## config.mk

```make
export PLATFORM = sky130hd
export DESIGN_NAME = vsc_ctrl
export DESIGN_NICKNAME = d
export VERILOG_FILES = /design/src/vsc_pkg.sv /design/src/vsc_ctrl.sv
export SDC_FILE = /design/constraint.sdc
export NUM_CORES = 1
export LEC_CHECK = 0
export BUFFER_PORTS_ARGS = -buffer_cell sky130_fd_sc_hd__buf_2
export CORE_ASPECT_RATIO = 0.9
export CORE_MARGIN = 3
export CORE_UTILIZATION = 45
export DETAILED_ROUTE_END_ITERATION = 8
export GPL_TIMING_DRIVEN = 0
export PLACE_DENSITY = 0.6
export REMOVE_ABC_BUFFERS = 1
export SLEW_MARGIN = 20
export SYNTH_ARGS = -nofsm -noshare
export SYNTH_HDL_FRONTEND = slang
export SYNTH_SLANG_ARGS = --single-unit
```

## constraint.sdc

```tcl
create_clock -name clk -period 6.7 [get_ports clk]
set_input_delay 1.34 -clock clk [delete_from_list [all_inputs] [get_ports clk]]
set_output_delay 1.34 -clock clk [all_outputs]
set_load 0.02 [all_outputs]
```

## src/vsc_pkg.sv

```systemverilog
`default_nettype none
package vsc_pkg;
    localparam int ADDR_W      = 9;      // Multiplexed row/column address
    localparam int DQ_W        = 8;      // Parallel and serial word width
    localparam int FIFO_DEPTH  = 32;     // Serial write buffer depth
    localparam int CLK_NS      = 100;    // System clock period
    localparam int SC_HALF_NS  = 400;    // Serial clock half period
    // Longest half period rounds down, never below one cycle
    localparam int SC_HALF_CYC = (SC_HALF_NS / CLK_NS) < 1 ? 1
                                 : (SC_HALF_NS / CLK_NS);
    localparam int BLK_LSB_W   = 2;      // Column bits ignored by a fill
    localparam logic [BLK_LSB_W-1:0] BLK_LSB_ZERO = 2'h0;
    localparam logic [DQ_W-1:0]      DQ_ZERO      = 8'h00;

    typedef enum logic [2:0] {
        OP_WRITE, OP_MASK_NP, OP_MASK_P, OP_LOAD_MASK, OP_LOAD_COLOR,
        OP_BLOCK
    } vsc_op_t;

    typedef struct packed {
        vsc_op_t             op;
        logic                mask_en;   // Fill with a fresh row mask
        logic [ADDR_W-1:0]   row;
        logic [ADDR_W-1:0]   col;
        logic [DQ_W-1:0]     data;      // Write data, or column enables
        logic [DQ_W-1:0]     mask;      // Plane mask given at row strobe
    } vsc_cmd_t;

    typedef struct packed {
        logic                ras_n;
        logic                cas_n;
        logic                we_n;
        logic                special_function_select;
        logic                trg_n;     // Transfer/output enable, held high
        logic [ADDR_W-1:0]   addr;
    } vsc_pins_t;

    // Write strobe level at the falling row strobe: low picks masking
    function automatic logic ras_we_n(input vsc_cmd_t c);
        ras_we_n = !(c.op == OP_MASK_NP || c.op == OP_MASK_P
                     || (c.op == OP_BLOCK && c.mask_en));
    endfunction

    // Special-function select at the falling row strobe
    function automatic logic ras_dsf(input vsc_cmd_t c);
        ras_dsf = (c.op == OP_MASK_P || c.op == OP_LOAD_MASK
                   || c.op == OP_LOAD_COLOR);
    endfunction

    // Special-function select at the falling column strobe
    function automatic logic cas_dsf(input vsc_cmd_t c);
        cas_dsf = (c.op == OP_LOAD_COLOR || c.op == OP_BLOCK);
    endfunction

    // Parallel pins carry a fresh mask at the falling row strobe
    function automatic logic ras_dq(input vsc_cmd_t c);
        ras_dq = (c.op == OP_MASK_NP || (c.op == OP_BLOCK && c.mask_en));
    endfunction
endpackage
`default_nettype wire

```

## src/vsc_ctrl.sv

```systemverilog
`timescale 1ns/1ps
`default_nettype none

module vsc_fifo #(
    parameter int W = 8,
    parameter int D = 32
) (
    input  wire logic         clk,       // System clock
    input  wire logic         arst_n,    // Asynchronous reset
    input  wire logic         in_valid,  // Word offered
    input  wire logic [W-1:0] in_data,   // Word to store
    output logic              in_ready,  // Room for a word
    output logic              out_valid, // Word available
    output logic [W-1:0]      out_data,  // Oldest word
    input  wire logic         out_ready  // Oldest word taken
);
    localparam int AW = $clog2(D);
    localparam logic [AW:0] DEPTH = (AW+1)'(D);

    logic [W-1:0]  mem_q [D];
    logic [AW-1:0] wr_q, wr_d, rd_q, rd_d;
    logic [AW:0]   cnt_q, cnt_d;
    logic          push, pop;

    // Pointers wrap at the depth; count drives full and empty honestly
    always_comb begin
        push  = in_valid && in_ready;
        pop   = out_valid && out_ready;
        wr_d  = push ? ((wr_q == AW'(D - 1)) ? '0 : wr_q + 1'b1) : wr_q;
        rd_d  = pop ? ((rd_q == AW'(D - 1)) ? '0 : rd_q + 1'b1) : rd_q;
        cnt_d = cnt_q + (AW+1)'(push) - (AW+1)'(pop);
    end

    always_ff @(posedge clk or negedge arst_n) begin
        if (!arst_n) begin
            wr_q     <= '0;
            rd_q     <= '0;
            cnt_q    <= '0;
            in_ready <= 1'b0;
        end else begin
            wr_q     <= wr_d;
            rd_q     <= rd_d;
            cnt_q    <= cnt_d;
            in_ready <= cnt_d != DEPTH;
        end
    end

    // Storage has no reset; words are read only once written
    always_ff @(posedge clk) begin
        if (push) begin
            mem_q[wr_q] <= in_data;
        end
    end

    assign out_valid = cnt_q != '0;
    assign out_data  = mem_q[rd_q];
endmodule

module vsc_ctrl
    import vsc_pkg::*;
(
    input  wire logic            clk,        // 10 MHz system clock
    input  wire logic            arst_n,     // Asynchronous reset
    input  wire logic            cmd_valid,  // Array command offered
    input  wire vsc_cmd_t        cmd,        // Array command
    output logic                 cmd_ready_q, // Ready for a command, high while idle
    output logic                 cmd_err_q,  // Command refused, one pulse
    input  wire logic            ser_run,    // Keep the serial clock going
    input  wire logic            ser_to_dev, // Buffer set for input
    input  wire logic            wr_valid,   // Serial word offered
    input  wire logic [DQ_W-1:0] wr_data,    // Serial word to device
    output logic                 wr_ready,   // Serial FIFO has room
    output logic                 rd_valid_q, // Serial word read, one pulse
    output logic [DQ_W-1:0]      rd_data_q,  // Serial word from device
    output logic                 half_q,     // Active buffer half
    output logic                 half_cross_q, // Half change, one pulse
    output vsc_pins_t            pins_q,     // Array strobes and address
    output logic [DQ_W-1:0]      dq_out_q,   // Parallel data out
    output logic                 dq_oe_q,    // Parallel drive enable
    output logic                 sc_q,       // Serial shift clock
    output logic                 sen_n_q,    // Serial enable, low active
    output logic [DQ_W-1:0]      sdq_out_q,  // Serial data out
    output logic                 sdq_oe_q,   // Serial drive enable
    input  wire logic [DQ_W-1:0] sdq_in,     // Serial data pins
    input  wire logic            half_in     // Buffer half flag pin
);
    typedef enum logic [2:0] {
        D_IDLE, D_SETUP, D_ROW, D_COL, D_CAS, D_END
    } vsc_dst_t;
    typedef enum logic [1:0] {S_IDLE, S_LOW, S_HIGH} vsc_sst_t;
    localparam logic [7:0] HALF_LAST = 8'(SC_HALF_CYC - 1);

    vsc_dst_t        dst_q, dst_d;
    vsc_cmd_t        cur_q, cur_d;
    vsc_pins_t       pins_d;
    logic [DQ_W-1:0] dq_out_d;
    logic            dq_oe_d, rdy_d, err_d;
    logic            color_ok_q, color_ok_d, mask_ok_q, mask_ok_d;

    // Array cycle: setup, row strobe, column setup, column strobe, end
    always_comb begin
        dst_d      = dst_q;
        cur_d      = cur_q;
        err_d      = 1'b0;
        color_ok_d = color_ok_q;
        mask_ok_d  = mask_ok_q;
        case (dst_q)
            D_IDLE: begin
                if (cmd_valid && cmd_ready_q) begin
                    // Stored registers are garbage until loaded
                    if ((cmd.op == OP_BLOCK && !color_ok_q)
                        || (cmd.op == OP_MASK_P && !mask_ok_q)) begin
                        err_d = 1'b1;
                    end else begin
                        cur_d = cmd;
                        dst_d = D_SETUP;
                    end
                end
            end
            D_SETUP: dst_d = D_ROW;
            D_ROW:   dst_d = D_COL;
            D_COL:   dst_d = D_CAS;
            D_CAS: begin
                dst_d = D_END;
                if (cur_q.op == OP_LOAD_COLOR) color_ok_d = 1'b1;
                if (cur_q.op == OP_LOAD_MASK)  mask_ok_d  = 1'b1;
            end
            D_END:   dst_d = D_IDLE;
            default: dst_d = D_IDLE;
        endcase
        rdy_d = dst_d == D_IDLE;
    end

    // Pin levels follow the next state so every pin leaves a flip-flop
    always_comb begin
        pins_d   = '{ras_n: 1'b1, cas_n: 1'b1, we_n: 1'b1, special_function_select: 1'b0,
                     trg_n: 1'b1, addr: pins_q.addr};
        dq_out_d = DQ_ZERO;
        dq_oe_d  = 1'b0;
        case (dst_d)
            D_SETUP, D_ROW: begin
                pins_d.ras_n = dst_d != D_ROW;
                pins_d.addr  = cur_d.row;
                pins_d.we_n  = ras_we_n(cur_d);
                pins_d.special_function_select   = ras_dsf(cur_d);
                dq_oe_d      = ras_dq(cur_d);
                dq_out_d     = cur_d.mask;
            end
            D_COL, D_CAS: begin
                pins_d.ras_n = 1'b0;
                pins_d.cas_n = dst_d != D_CAS;
                pins_d.we_n  = 1'b0;
                pins_d.special_function_select   = cas_dsf(cur_d);
                pins_d.addr  = cur_d.col;
                if (cur_d.op == OP_BLOCK) begin
                    pins_d.addr[BLK_LSB_W-1:0] = BLK_LSB_ZERO;
                end
                dq_oe_d  = 1'b1;
                dq_out_d = cur_d.data;
            end
            default: begin
                pins_d.ras_n = 1'b1;
            end
        endcase
    end

    always_ff @(posedge clk or negedge arst_n) begin
        if (!arst_n) begin
            dst_q       <= D_IDLE;
            cur_q       <= '0;
            cmd_ready_q <= 1'b0;
            cmd_err_q   <= 1'b0;
            color_ok_q  <= 1'b0;
            mask_ok_q   <= 1'b0;
            pins_q      <= '{ras_n: 1'b1, cas_n: 1'b1, we_n: 1'b1,
                             special_function_select: 1'b0, trg_n: 1'b1, addr: '0};
            dq_out_q    <= '0;
            dq_oe_q     <= 1'b0;
        end else begin
            dst_q       <= dst_d;
            cur_q       <= cur_d;
            cmd_ready_q <= rdy_d;
            cmd_err_q   <= err_d;
            color_ok_q  <= color_ok_d;
            mask_ok_q   <= mask_ok_d;
            pins_q      <= pins_d;
            dq_out_q    <= dq_out_d;
            dq_oe_q     <= dq_oe_d;
        end
    end

    // Serial side: two-flop synchronisers for pins driven by the device
    logic [DQ_W-1:0] sdq_m_q, sdq_s_q;
    logic            half_m_q, half_s_q;

    always_ff @(posedge clk or negedge arst_n) begin
        if (!arst_n) begin
            sdq_m_q  <= '0;
            sdq_s_q  <= '0;
            half_m_q <= 1'b0;
            half_s_q <= 1'b0;
        end else begin
            sdq_m_q  <= sdq_in;
            sdq_s_q  <= sdq_m_q;
            half_m_q <= half_in;
            half_s_q <= half_m_q;
        end
    end

    logic            f_valid, f_ready;
    logic [DQ_W-1:0] f_data;

    // Buffer lets the source run ahead of the slow shift clock
    vsc_fifo #(.W(DQ_W), .D(FIFO_DEPTH)) u_fifo (
        .clk       (clk),
        .arst_n    (arst_n),
        .in_valid  (wr_valid),
        .in_data   (wr_data),
        .in_ready  (wr_ready),
        .out_valid (f_valid),
        .out_data  (f_data),
        .out_ready (f_ready)
    );

    vsc_sst_t        sst_q, sst_d;
    logic [7:0]      cnt_q, cnt_d;
    logic            sc_d, sen_n_d, sdq_oe_d, rd_valid_d, half_d;
    logic [DQ_W-1:0] sdq_out_d, rd_data_d;
    logic            tick;

    // Divider makes the shift clock; both half periods are equal
    always_comb begin
        tick       = cnt_q == HALF_LAST;
        cnt_d      = (sst_q == S_IDLE || tick) ? 8'h00 : cnt_q + 8'h01;
        sst_d      = sst_q;
        sc_d       = sc_q;
        sen_n_d    = sen_n_q;
        sdq_out_d  = sdq_out_q;
        sdq_oe_d   = sdq_oe_q;
        rd_valid_d = 1'b0;
        rd_data_d  = rd_data_q;
        f_ready    = 1'b0;
        half_d     = half_s_q;
        case (sst_q)
            S_IDLE: begin
                sc_d     = 1'b0;
                sen_n_d  = 1'b1;
                sdq_oe_d = 1'b0;
                if (ser_run) begin
                    sst_d = S_LOW;
                    // Word is set up a full half period before the rise
                    sdq_oe_d = ser_to_dev;
                    sen_n_d  = ser_to_dev && !f_valid;
                    f_ready  = ser_to_dev;
                    sdq_out_d = f_data;
                end
            end
            S_LOW: begin
                if (tick) begin
                    sst_d = S_HIGH;
                    sc_d  = 1'b1;
                    // Device word of the previous rise is settled now
                    rd_valid_d = !ser_to_dev && !sen_n_q;
                    rd_data_d  = sdq_s_q;
                end
            end
            S_HIGH: begin
                if (tick) begin
                    sc_d = 1'b0;
                    if (ser_run) begin
                        sst_d     = S_LOW;
                        sdq_oe_d  = ser_to_dev;
                        sen_n_d   = ser_to_dev && !f_valid;
                        f_ready   = ser_to_dev;
                        sdq_out_d = f_data;
                    end else begin
                        sst_d    = S_IDLE;
                        sen_n_d  = 1'b1;
                        sdq_oe_d = 1'b0;
                    end
                end
            end
            default: sst_d = S_IDLE;
        endcase
    end

    always_ff @(posedge clk or negedge arst_n) begin
        if (!arst_n) begin
            sst_q        <= S_IDLE;
            cnt_q        <= 8'h00;
            sc_q         <= 1'b0;
            sen_n_q      <= 1'b1;
            sdq_out_q    <= '0;
            sdq_oe_q     <= 1'b0;
            rd_valid_q   <= 1'b0;
            rd_data_q    <= '0;
            half_q       <= 1'b0;
            half_cross_q <= 1'b0;
        end else begin
            sst_q        <= sst_d;
            cnt_q        <= cnt_d;
            sc_q         <= sc_d;
            sen_n_q      <= sen_n_d;
            sdq_out_q    <= sdq_out_d;
            sdq_oe_q     <= sdq_oe_d;
            rd_valid_q   <= rd_valid_d;
            rd_data_q    <= rd_data_d;
            half_q       <= half_d;
            half_cross_q <= half_d != half_q;
        end
    end

    logic [7:0]      hi_cnt_q, hi_cnt_d;

    // Assertion helper: cycles the shift clock has stood high so far
    always_comb begin
        hi_cnt_d = sc_q ? hi_cnt_q + 8'h01 : 8'h00;
    end

    always_ff @(posedge clk or negedge arst_n) begin
        if (!arst_n) begin
            hi_cnt_q <= 8'h00;
        end else begin
            hi_cnt_q <= hi_cnt_d;
        end
    end
endmodule
`default_nettype wire

```

-- Word level (Yosys, flattened, before mapping)
Memory sizes are Yosys's and may differ from the RTL's.
Index checks and enable logic that the tools add are counted.
- equality and inequality tests: 29
- reduce and logical (&&, ||, !) cells: 37
- multiplexer cells: 42
- add/sub/neg operators: 5
- operators by type and width (cell ; number):
    $mux 38 ; 3
    $pmux 8 s2 ; 2
    $eq 3x2->1 const B ; 8
    $mux 8 ; 3
    $eq 3x3->1 const B ; 6
    $pmux 9 s2 ; 1
    $mux 1 ; 16
    $pmux 3 s5 ; 1
    $add 5x1->5 const B ; 2
    $eq 5x5->1 const B ; 2
    $mux 5 ; 2
    $pmux 1 s2 ; 5
    $eq 3x1->1 const B ; 3
    $add 8x1->8 const B ; 1
    $eq 8x2->1 const B ; 1
    $logic_and 1x1->1 ; 8
    $logic_or 1x1->1 ; 8
    $mux 2 ; 4
    $reduce_and 2->1 ; 4
    $add 6x1->6 ; 1
    $logic_not 1->1 ; 6
    $logic_not 3->1 ; 2
    $mux 3 ; 2
    $ne 2x2->1 const B ; 3
    other kinds (16) ; 19
- word-level logic and storage cells: 150
- RAM bits: 256
- output and inout port bits: 48
- bits in registers: 134
- input bits: 61
- memories: 1
- memories (name ; words ; width ; read ports ; clocked after Yosys merged registers in ; write ports ; RTL line ; text):
    u_fifo.mem_q ; 32 ; 8 ; 1 ; 0 ; 1 ; vsc_ctrl.sv:20 ; logic [W-1:0] mem_q [D];

-- Logic depth before layout (Yosys ltp)
- word-level depth: 11
- mapped depth: 16
- gate-level depth less buffers: 16

-- Modules after synthesis
A second synthesis with hierarchy kept.
- cell total of the unflattened synthesis: 993
- area, all modules: 15559.9 um^2
- modules (own cells, without submodules) (module ; area an instance (um^2) ; times used ; seq. area each (um^2) ; cells each):
    vsc_fifo ; 10995.5 ; 1 ; 8112.8 ; 608
    vsc_ctrl ; 4564.4 ; 1 ; 2932.8 ; 385

-- Least setup slack after synthesis
Ideal clock, no wire load.
- kind: input -> register
- start: input ser_to_dev
- end: register u_fifo.in_ready
- library setup time: 0.069 ns
- data arrival time: 3.201 ns
- required time: 6.631 ns
- buffers on the path: 0
- path slack: 3.430 ns
- stages: 12
- cells stage by stage: nand2_1 nor2_1 nand3_1 inv_1 ha_1 inv_1 ha_1 a21o_1 a21o_1 a2111o_1 o311a_1 nand3b_1
- word-level cells in the longest chain between the ends: 6
- ends and longest elaborated chain (element ; RTL line ; text):
    start: declaration ; vsc_ctrl.sv:69 ; input wire logic ser_to_dev,
    $mux 1 (*) ; vsc_ctrl.sv:249, vsc_ctrl.sv:270 ;
    $mux 1 ; vsc_ctrl.sv:268 ; if (tick) begin
    $pmux 1 s2 (*) ; vsc_ctrl.sv:244 ; case (sst_q)
    $logic_and 1x1->1 (*) ; vsc_ctrl.sv:28 ; pop = out_valid && out_ready;
    named net u_fifo.pop ; vsc_ctrl.sv:23 ; logic push, pop;
    $sub 6x1->6 (*) ; vsc_ctrl.sv:31 ; cnt_d = cnt_q + (AW+1)'(push) - (AW+1)'(pop);
    named net u_fifo.cnt_d[5] ; vsc_ctrl.sv:22 ; logic [AW:0] cnt_q, cnt_d;
    $ne 6x6->1 (*) ; vsc_ctrl.sv:44 ; in_ready <= cnt_d != DEPTH;
    end signal: assignment ; vsc_ctrl.sv:39 ; in_ready <= 1'b0;
    end signal: assignment ; vsc_ctrl.sv:44 ;
    end: declaration ; vsc_ctrl.sv:12 ; output logic in_ready,
Mark *: on every way through the listed nets, which the timed path passes. The rest lies on a longest branch.
A chain may end at the register's enable or synchronous reset.

==> impl_metrics.env <==
export IMPL_route_vias_total=8629
export IMPL_cts_max_level=2
export IMPL_placed_cell_area_mm2=0.0168
export IMPL_io_pins=109
export IMPL_ys_types=60
export IMPL_cp_max_fo=34
export IMPL_finalWirelength_mm=32.3
export IMPL_cts_tree="done"
export IMPL_gp_congestion=0.770
export IMPL_grt_overflow=0
export IMPL_grt_usage_pct=17.6
export IMPL_synth_cells=1015
export IMPL_async_flop_share_pct=34.4
export IMPL_clk_path_buf_depth=3
export IMPL_end_kind="flop"
export IMPL_clock_sinks=390
export IMPL_drtPass1Iterations=5
export IMPL_tns_ps=0
export IMPL_grt_setup_unrepaired="no"
export IMPL_hold_class="flop to flop"
export IMPL_drtIter0Drc=649
export IMPL_crit_start="cmd[35]"
export IMPL_synth_edf_count=256
export IMPL_grt_max_degree=85
export IMPL_power_switching_uw=2440
export IMPL_status="finished clean"
export IMPL_clk_latency_ps=530
export IMPL_die_area_mm2=0.0369
export IMPL_grt_antenna_before_repair=1
export IMPL_postCtsSetupBuffers=0
export IMPL_clockRootBuffer="clkbuf_16"
export IMPL_viasPerCell=5.33
export IMPL_post_dp_hpwl_mm=20.0
export IMPL_final_area_mm2=0.0181
export IMPL_relSlewSlack_pct=42.3
export IMPL_cp_slowest_cell="or4b_1"
export IMPL_grt_pass1_wl_mm=50.0
export IMPL_synth_yosys_seq_area_share_pct=70.8
export IMPL_cp_arrival_ps=3600
export IMPL_synth_avg_cell_area_um2=15.4
export IMPL_r2r_start="u_fifo.cnt_q[3]"
export IMPL_seqCellArea_mm2=0.0110
export IMPL_ys_ff_latch=390
export IMPL_cp_start_kind="input port"
export IMPL_syn2layout_area_growth_pct=16.2
export IMPL_max_freq_mhz=313
export IMPL_fillers=2824
export IMPL_drive_gt1_share_pct=21.5
export IMPL_multi_input_area_mm2=0.00425
export IMPL_drv_slew=0
export IMPL_cts_resized=0
export IMPL_p_sw_share_pct=31.4
export IMPL_clkPwrFrac_pct=29.4
export IMPL_yosysMostFrequentCell="edfxtp_1"
export IMPL_die_w_um=202
export IMPL_finalCriticalPeriod_ps=3200
export IMPL_yosys_top_cells_area="edfxtp_1 (49%), dfrtp_1 (21%), mux2i_1 (8.4%)"
export IMPL_power_internal_uw=5340
export IMPL_grt_pass1_vias=8730
export IMPL_fp_dieH_um=183
export IMPL_power_frac_comb_pct=28.7
export IMPL_setup_violations=0
export IMPL_cts_hold_buf=0
export IMPL_ys_flop_type="edfxtp_1"
export IMPL_slowest_delay_ps=560
export IMPL_wl_per_cell_um=20.0
export IMPL_synth_area_mm2=0.0156
export IMPL_nNetsFinal=1204
export IMPL_yosysWarnings=0
export IMPL_peakVddDrop_v=0.000276
export IMPL_worst_clock_skew_ps=18.6
export IMPL_worstHoldStart="sdq_m_q[3]"
export IMPL_clk_pin_slew_ps=60
export IMPL_pre_cts_ws_ps=2960
export IMPL_initial_core_util_pct=45.7
export IMPL_row_count=64
export IMPL_path_cells="buf_2 -> or4b_1 -> and2_1 -> nand2_4 -> mux2_1 -> a221o_1"
export IMPL_seqPwrFrac_pct=41.8
export IMPL_ys_top_cells_by_count="edfxtp_1 (256), mux2i_1 (131), dfrtp_1 (130)"
export IMPL_finalHoldViolCount=0
export IMPL_port_buffers=107
export IMPL_timing_final_crit_share_pct=47.7
export IMPL_drc=0
export IMPL_crit_required_ps=7100
export IMPL_tightest_slew_ps=863
export IMPL_crit_buf_inv=1
export IMPL_maxCapViolCount=0
export IMPL_path_class="input port to flop"
export IMPL_yosysTopAreaCellShare_pct=49.3
export IMPL_fp_coreArea_mm2=0.0341
export IMPL_yosysTopAreaCell="edfxtp_1"
export IMPL_fin_util_pct=53.1
export IMPL_ant_nets=0
export IMPL_p_leak_uw=0.00713
export IMPL_p_per_area_mw_per_mm2=430
export IMPL_cts_buffers=41
export IMPL_final_setup_worst_slack_ps=3500
export IMPL_path_delay_family="simple AND/OR/NAND/NOR gates"
cell families after synthesis:
family,after synthesis,synth area share [%]
AO/OA/AOI/OAI,163,7.04
XOR/XNOR,11,0.618
adder cells (fa/ha/maj),17,1.41
buffers and inverters,77,2.17
flip-flops,390,70.8
multiplexers,182,12.3
other,1,0.0240
AND/OR/NAND/NOR,174,5.56
per-layer routing:
layer,GRT usage (%),vias to the layer above,routed length [µm]
li1,-,4061,-
met1,25.3,4319,15000
met2,27.4,207,15000
met3,4.01,42,1740
met4,4.41,0,566
met5,0,-,0
through the flow:
step | hold WS [ps] | total power, µW | cells
CTS | 349 | 7870 | 1617
global placement | 332 | 5660 | 1535
global route | 354 | 8230 | 1617
finish | 346 | 7790 | 1618
detailed placement | 336 | 5550 | 1545
floorplan | 331 | 4940 | 966
layout make-up:
class                           count  share of cell area (%)
Sequential cell                   390                    61.0
Multi-Input combinational cell    548                    23.4
Clock buffer                       50                    6.10
Timing Repair Buffer              117                    4.27
Tap cell                          462                    3.19
Clock inverter                     22                    1.43
Inverter                           28                   0.580
Antenna cell                        1                  0.0138
registers in the layout, indices dropped and copies added (netlist names), 5 cells and up:
register and count:
u_fifo.mem_q 256, cur_q 38, pins_q 13, cnt_q 8
dq_out_q 8, rd_data_q 8, sdq_m_q 8, sdq_out_q 8
sdq_s_q 8, u_fifo.cnt_q 6, u_fifo.rd_q 5, u_fifo.wr_q 5
layout by cell type (no fill, tap or decap), types with 16 or more instances in the layout:
cell type / Yosys / final
edfxtp_1: 256 / 256
mux2i_1: 131 / 131
dfrtp_1: 130 / 129
buf_2: 16 / 106
a22oi_1: 64 / 64
nor2_1: 57 / 56
a21oi_1: 42 / 42
clkbuf_16: 0 / 42
nand2_1: 40 / 40
mux2_2: 39 / 39
inv_1: 27 / 27
o21ai_0: 22 / 22
nand3_1: 21 / 21
ha_1: 16 / 16
power groups by stage:
stage	Sequential [µW]	Combinational [µW]	Clock, µW
after global placement	3450	2210	0
after global routing	3310	2460	2460
after floorplan	3490	1450	0
final	3260	2240	2290
after detailed placement	3300	2250	0
after CTS	3260	2260	2350
final timing paths:
path | end | slack [ps] | cells after the start
max | pins_q[1] | 3500 | 6
min | sdq_s_q[3] | 350 | 0
max reg2reg | u_fifo.in_ready | 3520 | 14
min reg2reg | sdq_s_q[3] | 350 | 0
max in group asynchronous | sen_n_q | 5160 | 2
min in group asynchronous | dq_out_q[2] | 800 | 1
Power figures use the tool's default switching activity.
